### src/design/cet_pkg.sv
// Constants shared by the cascaded event/PWM timer: register map, field
// positions, reset values and prescaler select codes.
// Assumes a 32-bit APB register bus with one register per aligned word.
package cet_pkg;

  // Counter width of the chained pair, and width of one half
  localparam int CET_CNT_W  = 16;
  localparam int CET_BYTE_W = 8;
  localparam int CET_ADDR_W = 12;

  // Register byte offsets
  localparam logic [CET_ADDR_W-1:0] CET_OFS_CTRL   = 12'h000;
  localparam logic [CET_ADDR_W-1:0] CET_OFS_PER_LO = 12'h004;
  localparam logic [CET_ADDR_W-1:0] CET_OFS_PER_HI = 12'h008;
  localparam logic [CET_ADDR_W-1:0] CET_OFS_DUT_LO = 12'h00C;
  localparam logic [CET_ADDR_W-1:0] CET_OFS_DUT_HI = 12'h010;
  localparam logic [CET_ADDR_W-1:0] CET_OFS_COUNT  = 12'h014;
  localparam logic [CET_ADDR_W-1:0] CET_OFS_STAT   = 12'h018;

  // Field positions in the control register
  localparam int CET_CTRL_RUN  = 0;
  localparam int CET_CTRL_PWM  = 1;
  localparam int CET_CTRL_EXT  = 2;
  localparam int CET_CTRL_PRE0 = 4;
  localparam int CET_CTRL_FF   = 7;

  // Field positions in the status register
  localparam int CET_STAT_FLOP = 0;
  localparam int CET_STAT_IRQ  = 1;
  localparam int CET_STAT_OVR  = 2;

  // Reset values, counter step and counter maximum
  localparam logic [CET_BYTE_W-1:0] CET_CTRL_RST = 8'h00;
  localparam logic [CET_BYTE_W-1:0] CET_BYTE_RST = 8'h00;
  localparam logic [CET_CNT_W-1:0]  CET_CNT_RST  = 16'h0000;
  localparam logic [CET_CNT_W-1:0]  CET_CNT_ONE  = 16'h0001;
  localparam logic [CET_CNT_W-1:0]  CET_CNT_MAX  = 16'hFFFF;
  localparam logic                  CET_FLOP_RST = 1'b0;

  // Prescaler select codes and the masks of their divide ratios
  localparam int CET_PRE_W = 11;
  localparam logic [2:0] CET_PRE_D2048 = 3'h0;
  localparam logic [2:0] CET_PRE_D128  = 3'h1;
  localparam logic [2:0] CET_PRE_D32   = 3'h2;
  localparam logic [2:0] CET_PRE_D8    = 3'h3;
  localparam logic [2:0] CET_PRE_D2    = 3'h4;
  localparam logic [CET_PRE_W-1:0] CET_MSK_D2048 = 11'h7FF;
  localparam logic [CET_PRE_W-1:0] CET_MSK_D128  = 11'h07F;
  localparam logic [CET_PRE_W-1:0] CET_MSK_D32   = 11'h01F;
  localparam logic [CET_PRE_W-1:0] CET_MSK_D8    = 11'h007;
  localparam logic [CET_PRE_W-1:0] CET_MSK_D2    = 11'h001;
  localparam logic [CET_PRE_W-1:0] CET_MSK_D1    = 11'h000;

endpackage : cet_pkg

### src/design/cet_edge_sync.sv
// Two-stage synchroniser for the external count pin with falling-edge detect.
// Assumes the pin is asynchronous to clk and each level lasts two clocks or more.
`timescale 1ns/100ps
module cet_edge_sync
  import cet_pkg::*;
(
  // Clock and reset
  input  wire logic clk,
  input  wire logic sys_rst,
  // Pin and detected edge
  input  wire logic pinIn,
  output logic      fallPulse
);

  logic meta_r;
  logic sync_r;
  logic prev_r;
  logic fall_r;

  // Synchroniser chain and one-cycle falling-edge pulse
  always_ff @(posedge clk or posedge sys_rst)
  begin
    if (sys_rst)
    begin
      meta_r <= 1'b1;
      sync_r <= 1'b1;
      prev_r <= 1'b1;
      fall_r <= 1'b0;
    end
    else
    begin
      meta_r <= pinIn;
      sync_r <= meta_r;
      prev_r <= sync_r;
      fall_r <= prev_r & ~sync_r;
    end
  end

  assign fallPulse = fall_r;

endmodule : cet_edge_sync

### src/design/cet_prescaler.sv
// Free-running prescaler giving a one-cycle tick at a selectable divide ratio.
// Assumes select changes only while the timer is stopped.
`timescale 1ns/100ps
module cet_prescaler
  import cet_pkg::*;
(
  // Clock and reset
  input  wire logic       clk,
  input  wire logic       sys_rst,
  // Ratio select and tick out
  input  wire logic [2:0] preSel,
  output logic            preTick
);

  logic [CET_PRE_W-1:0] div_r;
  logic [CET_PRE_W-1:0] mask;
  logic                 tick_r;

  // Divide-ratio mask per select code
  always_comb
  begin
    unique case (preSel)
      CET_PRE_D2048: mask = CET_MSK_D2048;
      CET_PRE_D128:  mask = CET_MSK_D128;
      CET_PRE_D32:   mask = CET_MSK_D32;
      CET_PRE_D8:    mask = CET_MSK_D8;
      CET_PRE_D2:    mask = CET_MSK_D2;
      default:       mask = CET_MSK_D1;
    endcase
  end

  // Divider and registered tick
  always_ff @(posedge clk or posedge sys_rst)
  begin
    if (sys_rst)
    begin
      div_r  <= '0;
      tick_r <= 1'b0;
    end
    else
    begin
      div_r  <= div_r + 11'h001;
      tick_r <= (div_r & mask) == mask;
    end
  end

  assign preTick = tick_r;

endmodule : cet_prescaler

### src/design/cet_timer.sv
// Cascaded 16-bit timer: event counter and PWM generator behind an APB slave.
// Assumes a synchronous APB master on clk and an asynchronous count pin.
//
// Function
// - Count one per falling edge in event mode
// - Two bytes act as one 16-bit counter
// - Running event match raises irq, clears counter
// - After clear, count resumes at next edge
// - Period compare unbuffered, used immediately
// - PWM clock from prescaler or external pin
// - Duty match inverts flop, counting continues
// - Overflow inverts flop, clears counter, raises irq
// - Flop loads init bit, resets to zero
// - Output pin is inverse of flop
// - Duty double-buffered, loads at overflow or while stopped
// - Duty read returns active, not pending, value
// - Stop holds pin; init bit loads later
`timescale 1ns/100ps
module cet_timer
  import cet_pkg::*;
(
  // Clock and reset
  input  wire logic                  clk,
  input  wire logic                  sys_rst,
  // APB slave
  input  wire logic [CET_ADDR_W-1:0] paddr,
  input  wire logic                  psel,
  input  wire logic                  penable,
  input  wire logic                  pwrite,
  input  wire logic [31:0]           pwdata,
  input  wire logic [3:0]            pstrb,
  output logic      [31:0]           prdata,
  output logic                       pready,
  output logic                       pslverr,
  // Timer pins
  input  wire logic                  extCountInput,
  output logic                       invertedPulseOut,
  // Interrupt request
  output logic                       cascadeMatchIrq,
  input  wire logic                  irqAck
);

  // Control and data registers
  logic [CET_BYTE_W-1:0] ctrl_r;
  logic [CET_BYTE_W-1:0] perLo_r;
  logic [CET_BYTE_W-1:0] perHi_r;
  logic [CET_BYTE_W-1:0] dutLo_r;
  logic [CET_BYTE_W-1:0] dutHi_r;
  logic [CET_CNT_W-1:0]  dutyAct_r;
  logic [CET_CNT_W-1:0]  dutyAct_nxt;
  logic [CET_CNT_W-1:0]  cnt_r;
  logic [CET_CNT_W-1:0]  cnt_nxt;
  logic                  flop_r;
  logic                  flop_nxt;
  logic                  pin_r;
  logic                  irq_r;
  logic                  irq_nxt;
  logic                  ovr_r;
  logic                  ovr_nxt;
  logic [31:0]           rdData_r;
  logic [31:0]           rdData_nxt;

  // Clock sources
  logic                  extFall;
  logic                  preTick;

  // External pin synchroniser and falling-edge detector
  // An edge reaches the counter four clocks after the pin falls
  cet_edge_sync u_sync (
    .clk       (clk),
    .sys_rst   (sys_rst),
    .pinIn     (extCountInput),
    .fallPulse (extFall)
  );

  // Internal clock prescaler
  cet_prescaler u_pre (
    .clk     (clk),
    .sys_rst (sys_rst),
    .preSel  (ctrl_r[CET_CTRL_PRE0 +: 3]),
    .preTick (preTick)
  );

  // Control fields
  // Prescaler select is meant to change only while stopped
  wire runBit  = ctrl_r[CET_CTRL_RUN];
  wire pwmMode = ctrl_r[CET_CTRL_PWM];
  wire extSel  = ctrl_r[CET_CTRL_EXT];

  // APB address decode
  wire selCtrl  = paddr == CET_OFS_CTRL;
  wire selPerLo = paddr == CET_OFS_PER_LO;
  wire selPerHi = paddr == CET_OFS_PER_HI;
  wire selDutLo = paddr == CET_OFS_DUT_LO;
  wire selDutHi = paddr == CET_OFS_DUT_HI;
  wire selCount = paddr == CET_OFS_COUNT;
  wire selStat  = paddr == CET_OFS_STAT;
  wire mapped   = selCtrl | selPerLo | selPerHi | selDutLo | selDutHi | selCount | selStat;

  // APB phases and write strobes; writes need byte lane 0
  wire setupPh  = psel & ~penable;
  wire accessPh = psel & penable;
  wire wrLane0  = accessPh & pwrite & pstrb[0] & mapped;
  wire wrCtrl   = wrLane0 & selCtrl;
  wire wrPerLo  = wrLane0 & selPerLo;
  wire wrPerHi  = wrLane0 & selPerHi;
  wire wrDutLo  = wrLane0 & selDutLo;
  wire wrDutHi  = wrLane0 & selDutHi;
  wire wrStat   = wrLane0 & selStat;
  wire [CET_BYTE_W-1:0] wrByte = pwdata[CET_BYTE_W-1:0];

  // Bus answers: zero wait states, error on unmapped address
  assign pready  = 1'b1;
  assign pslverr = accessPh & ~mapped;
  assign prdata  = rdData_r;

  // Period compare is used straight from the written bytes
  // Changing it while running can skip a match until the count wraps
  wire [CET_CNT_W-1:0] period = {perHi_r, perLo_r};

  // Pending duty value as it stands after this cycle's writes
  // A write landing on an overflow edge is taken as it stands
  wire [CET_BYTE_W-1:0] dutLoNew  = wrDutLo ? wrByte : dutLo_r;
  wire [CET_BYTE_W-1:0] dutHiNew  = wrDutHi ? wrByte : dutHi_r;
  wire [CET_CNT_W-1:0]  dutyPend  = {dutHiNew, dutLoNew};

  // Count tick: pin edge in event mode, chosen source in PWM mode
  // The prescaler runs free, so the first tick after a start may come late
  wire pwmTick = extSel ? extFall : preTick;
  wire srcTick = pwmMode ? pwmTick : extFall;
  wire tick    = runBit & srcTick;

  // Compare and overflow events of the chained counter
  // A duty of zero hits on the overflow tick, so the two toggles cancel
  wire [CET_CNT_W-1:0] cntInc = cnt_r + CET_CNT_ONE;
  wire evMatch  = tick & ~pwmMode & (cntInc == period);
  wire overflow = tick & pwmMode & (cnt_r == CET_CNT_MAX);
  wire dutyHit  = tick & pwmMode & (cntInc == dutyAct_r);
  wire irqEvent = evMatch | overflow;

  // Flop load: only a control write made while already stopped
  // Loading on a stopping write would make the held pin level jump
  wire flopLoad = wrCtrl & ~runBit;

  // Counter next value
  always_comb
  begin
    cnt_nxt = cnt_r;
    if (irqEvent)
    begin
      cnt_nxt = CET_CNT_RST;
    end
    else if (tick)
    begin
      cnt_nxt = cntInc;
    end
  end

  // Toggle flop next value: duty match and overflow each invert it
  always_comb
  begin
    flop_nxt = flop_r ^ (dutyHit ^ overflow);
    if (flopLoad)
    begin
      flop_nxt = wrByte[CET_CTRL_FF];
    end
  end

  // Active duty: follows writes while stopped, else loads at overflow
  always_comb
  begin
    dutyAct_nxt = dutyAct_r;
    if (~runBit | overflow)
    begin
      dutyAct_nxt = dutyPend;
    end
  end

  // Interrupt request and overrun flag; a new event beats a clear
  // Overrun marks a second event while the first request still waits
  always_comb
  begin
    irq_nxt = irq_r;
    ovr_nxt = ovr_r;
    if (irqAck | (wrStat & wrByte[CET_STAT_IRQ]))
    begin
      irq_nxt = 1'b0;
    end
    if (wrStat & wrByte[CET_STAT_OVR])
    begin
      ovr_nxt = 1'b0;
    end
    if (irqEvent)
    begin
      irq_nxt = 1'b1;
      ovr_nxt = ovr_nxt | (irq_r & ~irqAck);
    end
  end

  // Read data, captured in the setup phase
  // Capturing at setup keeps prdata steady through the access cycle
  always_comb
  begin
    rdData_nxt = rdData_r;
    if (setupPh)
    begin
      rdData_nxt = '0;
      if (selCtrl)
      begin
        rdData_nxt[CET_BYTE_W-1:0] = ctrl_r;
      end
      if (selPerLo)
      begin
        rdData_nxt[CET_BYTE_W-1:0] = perLo_r;
      end
      if (selPerHi)
      begin
        rdData_nxt[CET_BYTE_W-1:0] = perHi_r;
      end
      if (selDutLo)
      begin
        rdData_nxt[CET_BYTE_W-1:0] = dutyAct_r[CET_BYTE_W-1:0];
      end
      if (selDutHi)
      begin
        rdData_nxt[CET_BYTE_W-1:0] = dutyAct_r[CET_CNT_W-1:CET_BYTE_W];
      end
      if (selCount)
      begin
        rdData_nxt[CET_CNT_W-1:0] = cnt_r;
      end
      if (selStat)
      begin
        rdData_nxt[CET_STAT_FLOP] = flop_r;
        rdData_nxt[CET_STAT_IRQ]  = irq_r;
        rdData_nxt[CET_STAT_OVR]  = ovr_r;
      end
    end
  end

  // Control register
  always_ff @(posedge clk or posedge sys_rst)
  begin
    if (sys_rst)
    begin
      ctrl_r <= CET_CTRL_RST;
    end
    else if (wrCtrl)
    begin
      ctrl_r <= wrByte;
    end
  end

  // Period compare bytes, written directly
  always_ff @(posedge clk or posedge sys_rst)
  begin
    if (sys_rst)
    begin
      perLo_r <= CET_BYTE_RST;
      perHi_r <= CET_BYTE_RST;
    end
    else
    begin
      perLo_r <= wrPerLo ? wrByte : perLo_r;
      perHi_r <= wrPerHi ? wrByte : perHi_r;
    end
  end

  // Duty buffer bytes and active duty compare
  always_ff @(posedge clk or posedge sys_rst)
  begin
    if (sys_rst)
    begin
      dutLo_r   <= CET_BYTE_RST;
      dutHi_r   <= CET_BYTE_RST;
      dutyAct_r <= CET_CNT_RST;
    end
    else
    begin
      dutLo_r   <= dutLoNew;
      dutHi_r   <= dutHiNew;
      dutyAct_r <= dutyAct_nxt;
    end
  end

  // Chained counter
  always_ff @(posedge clk or posedge sys_rst)
  begin
    if (sys_rst)
    begin
      cnt_r <= CET_CNT_RST;
    end
    else
    begin
      cnt_r <= cnt_nxt;
    end
  end

  // Toggle flop and inverted output pin, updated together
  always_ff @(posedge clk or posedge sys_rst)
  begin
    if (sys_rst)
    begin
      flop_r <= CET_FLOP_RST;
      pin_r  <= ~CET_FLOP_RST;
    end
    else
    begin
      flop_r <= flop_nxt;
      pin_r  <= ~flop_nxt;
    end
  end

  // Interrupt, overrun and read data registers
  always_ff @(posedge clk or posedge sys_rst)
  begin
    if (sys_rst)
    begin
      irq_r    <= 1'b0;
      ovr_r    <= 1'b0;
      rdData_r <= '0;
    end
    else
    begin
      irq_r    <= irq_nxt;
      ovr_r    <= ovr_nxt;
      rdData_r <= rdData_nxt;
    end
  end

  // Pin and interrupt outputs
  assign invertedPulseOut = pin_r;
  assign cascadeMatchIrq  = irq_r;

endmodule : cet_timer

### config.mk
export PLATFORM = sky130hd
export DESIGN_NAME = cet_timer
export DESIGN_NICKNAME = d
export VERILOG_FILES = /design/src/design/cet_pkg.sv /design/src/design/cet_edge_sync.sv /design/src/design/cet_prescaler.sv /design/src/design/cet_timer.sv
export SDC_FILE = /design/constraint.sdc
export NUM_CORES = 1
export LEC_CHECK = 0
export BUFFER_PORTS_ARGS = -buffer_cell sky130_fd_sc_hd__buf_2
export CORE_ASPECT_RATIO = 1.1
export CORE_MARGIN = 1
export CORE_UTILIZATION = 55
export DETAILED_ROUTE_END_ITERATION = 16
export PLACE_DENSITY = 0.85
export SLEW_MARGIN = 20
export SYNTH_ARGS = -nofsm -noshare
export SYNTH_HDL_FRONTEND = slang
export SYNTH_SLANG_ARGS = --single-unit
### constraint.sdc
create_clock -name clk -period 5.3 [get_ports clk]
set_clock_uncertainty 0.05 [all_clocks]
set_input_delay 1.59 -clock clk [delete_from_list [all_inputs] [get_ports clk]]
set_output_delay 1.59 -clock clk [all_outputs]
set_load 0.02 [all_outputs]
==> results by group, run 1 <==
Setup path
  – Worst R2R Start: cnt_r[0]$_DFFE_PP0P_
  – Req. time, crit path: 3660 ps
  – Critical path destination: pslverr
  – Crit path DAT: 2930 ps
  – Worst r2r path cells: 9
  – R2R Path End: cnt_r[6]$_DFFE_PP0P_
  – Buf/Inv on CP: 2
  – Crit end category: output port
  – Top Family by Delay on Critical Path: simple AND/OR/NAND/NOR gates
  – WS Path Type: input port to output port
  – CP Launch Point: paddr[11]
  – Startpoint Class: input port
  – Flop2flop setup slack: 1690 ps
  – CP Depth: 6
  – Worst-path fanout max: 5
  – Worst path cell trace: buf_2 > nor4_1 > nand2_1 > nor4_1 > a21oi_1 > buf_2
  – Max incr delay on CP: 550 ps
  – Slowest cell on crit path: nor4_1

STA
  – Minimum clock period: 4573 ps
  – Achievable Freq: 218.7 MHz
  – Final Setup Violations: 0
  – Period utilisation layout: 86.28%
  – Setup WS post-layout: 727.1 ps
  – Slew @ Worst Pin: 932.9 ps
  – Setup TNS: 0 ps
  – WHS: 314.8 ps
  – RSZ-0062 raised after global routing: false
  – Final hold vios: 0
  – Final Max Slew Viols: 0
  – Rel. slew slack: 37.52%

Floorplan
  – Die Y: 112.3 um
  – Std cell rows: 39
  – I/O pin total: 91
  – Die X: 102.3 um
  – Core area: 0.01059 sq mm
  – Full die area: 0.01149 sq mm
  – Starting Density: 57.45%

Worst hold path
  – Hold Crit Class: register to register
  – Worst Hold Depth: 0
  – Min-delay src: u_sync.meta_r$_DFF_PP1_

Synth
  – Post-synth EDFFs: 0
  – Seq/Total Area, Yosys: 44.51%
  – Main flop type after synthesis: dfrtp_1
  – Synth warn: 0
  – Async S/R FF share, synth: 100.0%
  – Synth Instances: 595
  – Synth Register Bits: 108
  – Mean Syn Cell Area: 10.22 sq um
  – Area of the mapped netlist: 0.006083 sq mm
  – Yosys cell types: 67

Clocking
  – Clock root buffer: clkbuf_16
  – Postcts setup bufs: 0
  – Worst skew pair latency: 360 ps
  – Cts hold-fix bufs: 0
  – CTS buffer count: 9
  – H-tree lvl count: 3
  – Post_cts resized: 0
  – CTS Buffer Depth: 2
  – CTS clk-pin slew, worst paths: 70 ps
  – Total clock sinks: 108
  – CTS tree: done

Global routing
  – First-pass GRT wire length: 25750 um
  – Initial antenna violation count: 0
  – GRT Total Usage: 30.22%
  – Total grt overflow: 0
  – Vias in the first global route: 4794
  – Largest net degree at the start of global routing: 77

Run status
  – Status: finished, final reports clean

Cells and area
  – Final std cells w/o fill: 773
  – Nets: 682
  – Diode count: 0
  – Layout cell share with drive strength beyond 1: 23.33%
  – Number of fillers in the final layout: 864
  – Area grow syn2layout: 9.132%
  – Post-route design area: 0.006639 sq mm
  – Fin util: 62.70%

Placement
  – Placed inst area: 0.006327 sq mm
  – Routability cong.: 1.050
  – PortBufs: 46
  – Cell total after placement: 757
  – DP Wirelength: 11820 um
  – Pre-CTS WS: 791.7 ps

Detailed routing
  – Via density per instance: 6.206
  – Drt first pass iters: 5
  – DR vias: 4797
  – WL final: 15990 um
  – Remaining DRCs: 0
  – Routed len/inst: 20.69 um
  – ANT nets after route: 0
  – Detailed Route Iter0 Violations: 346

Pwr
  – Peak VDD IR: 235.1 uV
  – Pwr Total: 1.620 mW
  – Lkg Pwr: 3.078 nW
  – Pwr dens: 244.1 mW/mm^2

Job
  – Max cap viols: 0
-- where the power goes --
part | leakage, nW | switching (mW) | internal (mW)
registers | 1.46 | 0.00508 | 0.833
logic | 1.48 | 0.0627 | 0.0224
clock network | 0.143 | 0.314 | 0.383
total | 3.08 | 0.381 | 1.24
-- synth_stat cells, types with 3 or more instances --
master / n / area (sq um)
o21ai_1: 5 / 25.02
nor2b_1: 9 / 56.30
buf_4: 20 / 150.1
nand2_1: 70 / 262.8
mux2i_1: 10 / 100.1
o311ai_0: 4 / 35.03
and2_1: 5 / 31.28
buf_2: 13 / 65.06
inv_1: 9 / 33.78
xor2_1: 22 / 192.7
o21ai_0: 18 / 90.09
clkbuf_1: 14 / 52.55
nor4bb_1: 3 / 30.03
o31ai_1: 4 / 30.03
and3_1: 12 / 75.07
dfrtp_1: 104 / 2603
a22oi_1: 13 / 97.59
nor4_1: 6 / 37.54
a21oi_1: 7 / 35.03
nand3_1: 27 / 135.1
nand2b_1: 7 / 43.79
nor3_1: 7 / 35.03
a31oi_1: 7 / 43.79
or4_1: 3 / 22.52
nor2_1: 37 / 138.9
nand4_1: 8 / 50.05
nand3b_1: 3 / 22.52
dfstp_2: 4 / 105.1
o211ai_1: 10 / 75.07
mux2_2: 58 / 653.1
xnor2_1: 29 / 254.0
-- kinds of logic (layout without fill, tap and decap cells) --
logic type / count (synthesis) / after routing / synth area share, %
simple gates: 216 / 216 / 18.88
other cells: 2 / 17 / 0.1235
compound gates: 87 / 87 / 10.14
flops: 108 / 108 / 44.51
mux: 70 / 70 / 13.12
fa+ha+maj: 2 / 2 / 0.4113
xor+xnor: 52 / 52 / 7.713
buf+inv: 58 / 78 / 5.100
-- cell usage in the layout (no fill, tap or decap), types with 4 or more instances in the layout --
cell and instances:
nor2b_1 9, nand4_1 8, xnor2_1 29, mux2i_1 10, nand2b_1 7, mux2_2 58
o211ai_1 10, a31oi_1 7, and3_1 12, dfrtp_1 104, and2_1 5, buf_2 46
nand3_1 27, a21oi_1 7, clkbuf_16 9, nor4_1 6, nand2_1 70, a22oi_1 13
nor3_1 7, o31ai_1 4, conb_1 17, o21ai_1 5, o311ai_0 4, dfstp_2 4
buf_4 7, nor2_1 37, o21ai_0 18, inv_1 8, xor2_1 22
-- worst min path at each step --
stage	end	slack, ps
finish	u_sync.sync_r$_DFF_PP1_	310
global route	u_sync.sync_r$_DFF_PP1_	320
CTS	u_sync.sync_r$_DFF_PP1_	320
detailed placement	u_sync.sync_r$_DFF_PP1_	300
global placement	u_sync.sync_r$_DFF_PP1_	300
floorplan	u_sync.sync_r$_DFF_PP1_	300
-- state kept, by name, summed over array words and instances (netlist names) --
name              flops
cnt_r                16
ovr_r                 1
dutyAct_r            16
invertedPulseOut      1
u_sync.fallPulse      1
cascadeMatchIrq       1
u_pre.div_r          11
prdata               16
perHi_r               8
ctrl_r                8
dutLo_r               8
perLo_r               8
u_sync.meta_r         1
u_pre.preTick         1
u_sync.prev_r         1
flop_r                1
u_sync.sync_r         1
dutHi_r               8
-- metal layers --
metal  track usage (%)  part of all wire [%]  vias up
met2             47.74                    49      197
met5                 0                     0        -
met4             14.48                   5.0        0
met3             5.978                   6.2       67
li1                  -                     -     2151
met1             39.73                    40     2382
-- area by class of cell --
cell class / count / area, sq um / share of cell area, %
well taps: 143 / 178.9 / 2.695
repair buffers: 53 / 282.8 / 4.259
clock inverters: 6 / 72.57 / 1.093
flip-flops and latches: 108 / 2708 / 40.78
multi-input cells: 444 / 3122 / 47.02
inverters: 9 / 36.28 / 0.5466
clock buffers: 10 / 239.0 / 3.600
(Power assumes the default switching activity.)
==> inputs of run 2 (changes only) <==
Settings changed: CTS_BUF_LIST set to sky130_fd_sc_hd__clkbuf_4 sky130_fd_sc_hd__clkbuf_8, GPL_TIMING_DRIVEN set to 0.
==> run 2 against run 1 <==
First-iteration DRC count rose by 5.8%. Cell count is 5.4% higher. Clock power is 21% lower. Hold slack better by 3.2 ps. Non-clock buffer count grew 42. Sequential power is essentially flat. Global-route usage grew 0.80 points. Combinational power grew 18%. Setup slack gained 15 ps. Die area stayed put. Register-to-register slack worse by 60 ps. Sequential share of layout area decreased by 0.92 points. Critical endpoint unchanged. Largest power group unchanged. Highest routed layer unchanged.
==> results by group, run 2 (synthesized netlist as in run 1, its figures left out) <==
Setup path
  – Crit end category: output port
  – CP Depth: 5
  – Worst-path fanout max: 10
  – Buf/Inv on CP: 3
  – Worst path cell trace: clkbuf_1 > buf_1 > nand3_1 > a21oi_1 > buf_2
  – Req. time, crit path: 3660 ps
  – Max incr delay on CP: 550 ps
  – WS Path Type: input port to output port
  – Worst r2r path cells: 8
  – Startpoint Class: input port
  – Crit path DAT: 2920 ps
  – Top Family by Delay on Critical Path: buffers and inverters
  – Slowest cell on crit path: buf_1

Placement
  – Placed inst area: 0.006576 sq mm
  – DP Wirelength: 12740 um
  – Pre-CTS WS: 748.0 ps
  – PortBufs: 45
  – Routability cong.: 0.9766

Pwr
  – Pwr dens: 218.9 mW/mm^2
  – Pwr Total: 1.487 mW
  – Share of power burned in registers: 56.4%
  – Lkg Pwr: 3.212 nW
  – Internal power: 1.119 mW
  – Combinational group share of total power: 6.8%
  – P_sw: 0.3675 mW
  – Switching share of power: 24.72%
  – Clock Power Share: 36.9%
  – Peak VDD IR: 185.9 uV

Floorplan
  – Std cell rows: 39
  – Die Y: 112.3 um
  – Core area: 0.01059 sq mm
  – Die X: 102.3 um
  – Full die area: 0.01149 sq mm
  – Starting Density: 57.45%
  – I/O pin total: 91

Clocking
  – Post_cts resized: 0
  – CTS clk-pin slew, worst paths: 100 ps
  – CTS buffer count: 9
  – Total clock sinks: 108
  – CTS Buffer Depth: 2
  – Cts hold-fix bufs: 0
  – Postcts setup bufs: 0
  – Worst skew pair latency: 390 ps
  – H-tree lvl count: 3
  – CTS tree: done
  – Clock root buffer: clkbuf_8

Cells and area
  – Area grow syn2layout: 11.64%
  – Layout cell share with drive strength beyond 1: 25.89%
  – Diode count: 0
  – Fin util: 64.14%
  – Post-route design area: 0.006792 sq mm
  – Commonest non-fill, non-tap cell in the layout: dfrtp_1
  – Most frequent cells in the layout: dfrtp_1 (104), nand2_1 (70), mux2_2 (58), buf_2 (58), nor2_1 (37)
  – Nets: 724

Detailed routing
  – Routed len/inst: 20.58 um
  – Via density per instance: 5.995
  – ANT nets after route: 0
  – Detailed Route Iter0 Violations: 366
  – Drt first pass iters: 7
  – WL final: 16770 um
  – Remaining DRCs: 0
  – DR vias: 4886

STA
  – Slew @ Worst Pin: 1047 ps
  – Final hold vios: 0
  – RSZ-0062 raised after global routing: false
  – Rel. slew slack: 29.89%
  – Final Max Slew Viols: 0
  – Setup TNS: 0 ps
  – Minimum clock period: 4558 ps
  – Period utilisation layout: 86.00%
  – Setup WS post-layout: 742.1 ps
  – Achievable Freq: 219.4 MHz
  – Final Setup Violations: 0

Global routing
  – GRT Total Usage: 31.01%
  – First-pass GRT wire length: 26210 um
  – Vias in the first global route: 4873
  – Initial antenna violation count: 0
  – Total grt overflow: 0
  – Largest net degree at the start of global routing: 77

Job
  – Max cap viols: 0

Run status
  – Status: finished, final reports clean

Worst hold path
  – Worst Hold Depth: 0
  – Hold Crit Class: register to register
-- run 2: cell count changes in the layout (fill, tap and decap cells not counted), sizes merged --
| cell | previous run | this run |
|---|---|---|
| clkinv | 1 | 0 |
| clkbuf | 10 | 27 |
| buf | 53 | 80 |
| clkinvlp | 3 | 2 |
-- run 2: final timing paths --
| kind | from | end | slack [ps] |
|---|---|---|---|
| min in group asynchronous | sys_rst | cnt_r[1]$_DFFE_PP0P_ | 1120 |
| setup / recovery | paddr[2] | pslverr | 740 |
| hold / removal | u_sync.meta_r$_DFF_PP1_ | u_sync.sync_r$_DFF_PP1_ | 320 |
| hold reg to reg | u_sync.meta_r$_DFF_PP1_ | u_sync.sync_r$_DFF_PP1_ | 320 |
| max in group asynchronous | sys_rst | dutyAct_r[12]$_DFFE_PP0P_ | 3400 |
| setup reg to reg | ctrl_r[1]$_DFFE_PP0P_ | cnt_r[12]$_DFFE_PP0P_ | 1630 |
-- run 2: final cells by class --
type,instances,area (sq um)
plain buffers,49,276.5
clock buffers,12,158.9
clock inverters,4,56.30
fillers,868,3797
inverters,9,38.79
multi-input cells,444,3122
flip-flops and latches,108,2708
well taps,143,178.9
repair buffers,46,252.7
-- run 2: stage by stage --
stage / hold WS [ps] / std cells
2_1_floorplan: 295.2 / 610
3_3_place_gp: 299.6 / 798
6_report: 318.0 / 815
5_1_grt: 319.6 / 815
4_1_cts: 318.3 / 815
3_5_place_dp: 301.8 / 799
-- run 2: power by group through the flow --
| stage | clock network [mW] | registers, mW | logic (mW) |
|---|---|---|---|
| after floorplan | 0 | 0.862 | 0.0532 |
| after global placement | 0 | 0.854 | 0.0939 |
| after detailed placement | 0 | 0.854 | 0.0993 |
| after CTS | 0.548 | 0.838 | 0.0993 |
| after global routing | 0.583 | 0.839 | 0.110 |
| final | 0.548 | 0.838 | 0.100 |
-- run 2: routing by layer --
metal / vias up / GRT usage (%) / routed length, um
li1: 2220 / - / -
met1: 2416 / 39.38 / 6777
met2: 200 / 49.89 / 8241
met3: 50 / 6.102 / 1018
met4: 0 / 16.10 / 732
met5: - / 0 / 0
-- run 2: worst reg2reg max path, cell delays in order (launching register included) --
cell and delay [ps]:
dfrtp_1 450, nor2b_1 280, mux2i_1 870, o311ai_0 270, or4_1 540, nor4_1 250, nand3_1 320, nand2_1 420
nor2_1 100
==> inputs of run 3 (changes only) <==
--- a/config.mk
+++ b/config.mk
@@ -14,5 +14,4 @@
 export GPL_TIMING_DRIVEN = 0
 export PLACE_DENSITY = 0.85
-export SLEW_MARGIN = 20
 export SYNTH_ARGS = -nofsm -noshare
 export SYNTH_HDL_FRONTEND = slang
--- a/constraint.sdc
+++ b/constraint.sdc
@@ -3,3 +3,3 @@
 set_input_delay 1.59 -clock clk [delete_from_list [all_inputs] [get_ports clk]]
 set_output_delay 1.59 -clock clk [all_outputs]
-set_load 0.02 [all_outputs]
+set_load 0.005 [all_outputs]
==> run 3 against run 2 <==
Cell count is the same. Sequential share of layout area is essentially flat. Hold slack lost 4.2 ps. Final area is essentially flat. Sequential power is essentially flat. Flip-flop and latch count is the same. Maximum frequency grew 0.93%. Register-to-register slack gained 90 ps. Critical path type unchanged. Highest routed layer unchanged. Combinational power shrank 17%.
==> results by group, run 3 (synthesized netlist as in run 1, its figures left out) <==
STA
  – RSZ-0062 raised after global routing: false
  – Final Setup Violations: 0
  – Final hold vios: 0
  – Rel. slew slack: 26.33%
  – Final Max Slew Viols: 0
  – Slew @ Worst Pin: 1097 ps
  – Minimum clock period: 4516 ps
  – Achievable Freq: 221.4 MHz
  – Period utilisation layout: 85.20%

Detailed routing
  – Met3 wire length: 1234 um
  – Met1 WL: 6529 um
  – ANT nets after route: 0
  – Detailed Route Iter0 Violations: 437
  – DR top layer: met4
  – DR vias: 4956
  – Wire length on met2: 8202 um
  – WL final: 16620 um
  – Drt first pass iters: 5
  – Routed len/inst: 20.39 um
  – Remaining DRCs: 0
  – Via density per instance: 6.081

Job
  – Max cap viols: 0

Clocking
  – Post_cts resized: 0
  – Postcts setup bufs: 0
  – CTS clk-pin slew, worst paths: 100 ps
  – CTS tree: done
  – Cts hold-fix bufs: 0
  – CTS buffer count: 9
  – CTS Buffer Depth: 2
  – Worst skew pair latency: 380 ps
  – Clock root buffer: clkbuf_8
  – Total clock sinks: 108
  – H-tree lvl count: 3

Worst hold path
  – Worst Hold Depth: 0
  – Min-delay src: u_sync.meta_r$_DFF_PP1_
  – WHS Endpoint: u_sync.sync_r$_DFF_PP1_
  – Hold Crit Class: register to register

Cells and area
  – Diode count: 0
  – Seq. cell area: 0.002708 sq mm
  – Post-route design area: 0.006787 sq mm
  – Most frequent cells in the layout: dfrtp_1 (104), nand2_1 (70), mux2_2 (58), buf_2 (58), nor2_1 (37)
  – Nets: 724
  – Area grow syn2layout: 11.56%
  – Multi-input logic area: 0.003122 sq mm
  – Commonest non-fill, non-tap cell in the layout: dfrtp_1
  – Number of fillers in the final layout: 876
  – Layout cell share with drive strength beyond 1: 25.89%

Floorplan
  – Die Y: 112.3 um
  – Full die area: 0.01149 sq mm
  – I/O pin total: 91
  – Std cell rows: 39
  – Starting Density: 57.45%
  – Die X: 102.3 um
  – Core area: 0.01059 sq mm

Setup path
  – Worst R2R Start: ctrl_r[1]$_DFFE_PP0P_
  – Worst r2r path cells: 8
  – Crit end category: output port
  – R2R Path End: cnt_r[8]$_DFFE_PP0P_
  – Flop2flop setup slack: 1720 ps
  – Slowest cell on crit path: buf_1
  – Worst path cell trace: clkbuf_1 > buf_1 > nand3_1 > a21oi_1 > buf_2
  – Startpoint Class: input port
  – Max incr delay on CP: 560 ps
  – WS Path Type: input port to output port
  – Worst-path fanout max: 10
  – Crit path DAT: 2880 ps
  – Req. time, crit path: 3660 ps

Global routing
  – GRT Total Usage: 31.13%
  – Vias in the first global route: 4918
  – First-pass GRT wire length: 26540 um
  – Total grt overflow: 0
  – Initial antenna violation count: 0
  – Largest net degree at the start of global routing: 70

Placement
  – PortBufs: 45
  – Placed inst area: 0.006574 sq mm
  – DP Wirelength: 12670 um
  – Routability cong.: 0.9766

Run status
  – Status: finished, final reports clean

Pwr
  – Pwr dens: 216.0 mW/mm^2
  – Peak VDD IR: 190.0 uV
  – Lkg Pwr: 3.218 nW
  – Pwr Total: 1.466 mW
==> run 3: worst max-delay path by stage <==
stage              start                           to
2_1_floorplan    sys_rst  cascadeMatchIrq$_DFFE_PP0P_
3_3_place_gp     sys_rst        cnt_r[13]$_DFFE_PP0P_
3_5_place_dp   paddr[11]     dutyAct_r[7]$_DFFE_PP0P_
4_1_cts         paddr[2]                      pslverr
5_1_grt        paddr[11]                      pslverr
6_report        paddr[2]                      pslverr
==> run 3: critical path: cells and delay by family <==
kind            cells  cell delay [ps]
simple gates        1              150
compound gates      1              160
buf+inv             3              970
==> run 3: final cells by class <==
| class | instances | area share [%] |
|---|---|---|
| clock inverters | 5 | 0.9956 |
| plain buffers | 49 | 4.074 |
| multi-input cells | 444 | 46.00 |
| well taps | 143 | 2.636 |
| repair buffers | 46 | 3.724 |
| flip-flops and latches | 108 | 39.90 |
| inverters | 9 | 0.5347 |
| clock buffers | 11 | 2.139 |
==> run 3: metrics by stage <==
stage	instances	hold slack (ps)	setup TNS (ps)	utilization, %	worst slack [ps]
finish	815	313.9	0	64.09	784.2
floorplan	610	295.2	0	-	821.0
global placement	798	299.6	-20940	61.80	-207.2
detailed placement	799	296.8	0	62.08	699.1
CTS	815	315.1	0	64.09	797.5
global route	815	322.6	0	64.09	704.5
==> run 3: per-layer routing <==
| metal | GRT usage (%) | vias to the layer above |
|---|---|---|
| met2 | 50.65 | 211 |
| met1 | 40.36 | 2469 |
| met3 | 5.915 | 52 |
| met5 | 0 | - |
| met4 | 13.33 | 0 |
| li1 | - | 2224 |
==> run 3: report_power, final <==
| group | internal, mW | switching (mW) | leakage (nW) |
|---|---|---|---|
| combinational | 0.0319 | 0.0512 | 1.65 |
| clock | 0.245 | 0.300 | 0.110 |
| sequential | 0.833 | 0.00482 | 1.46 |
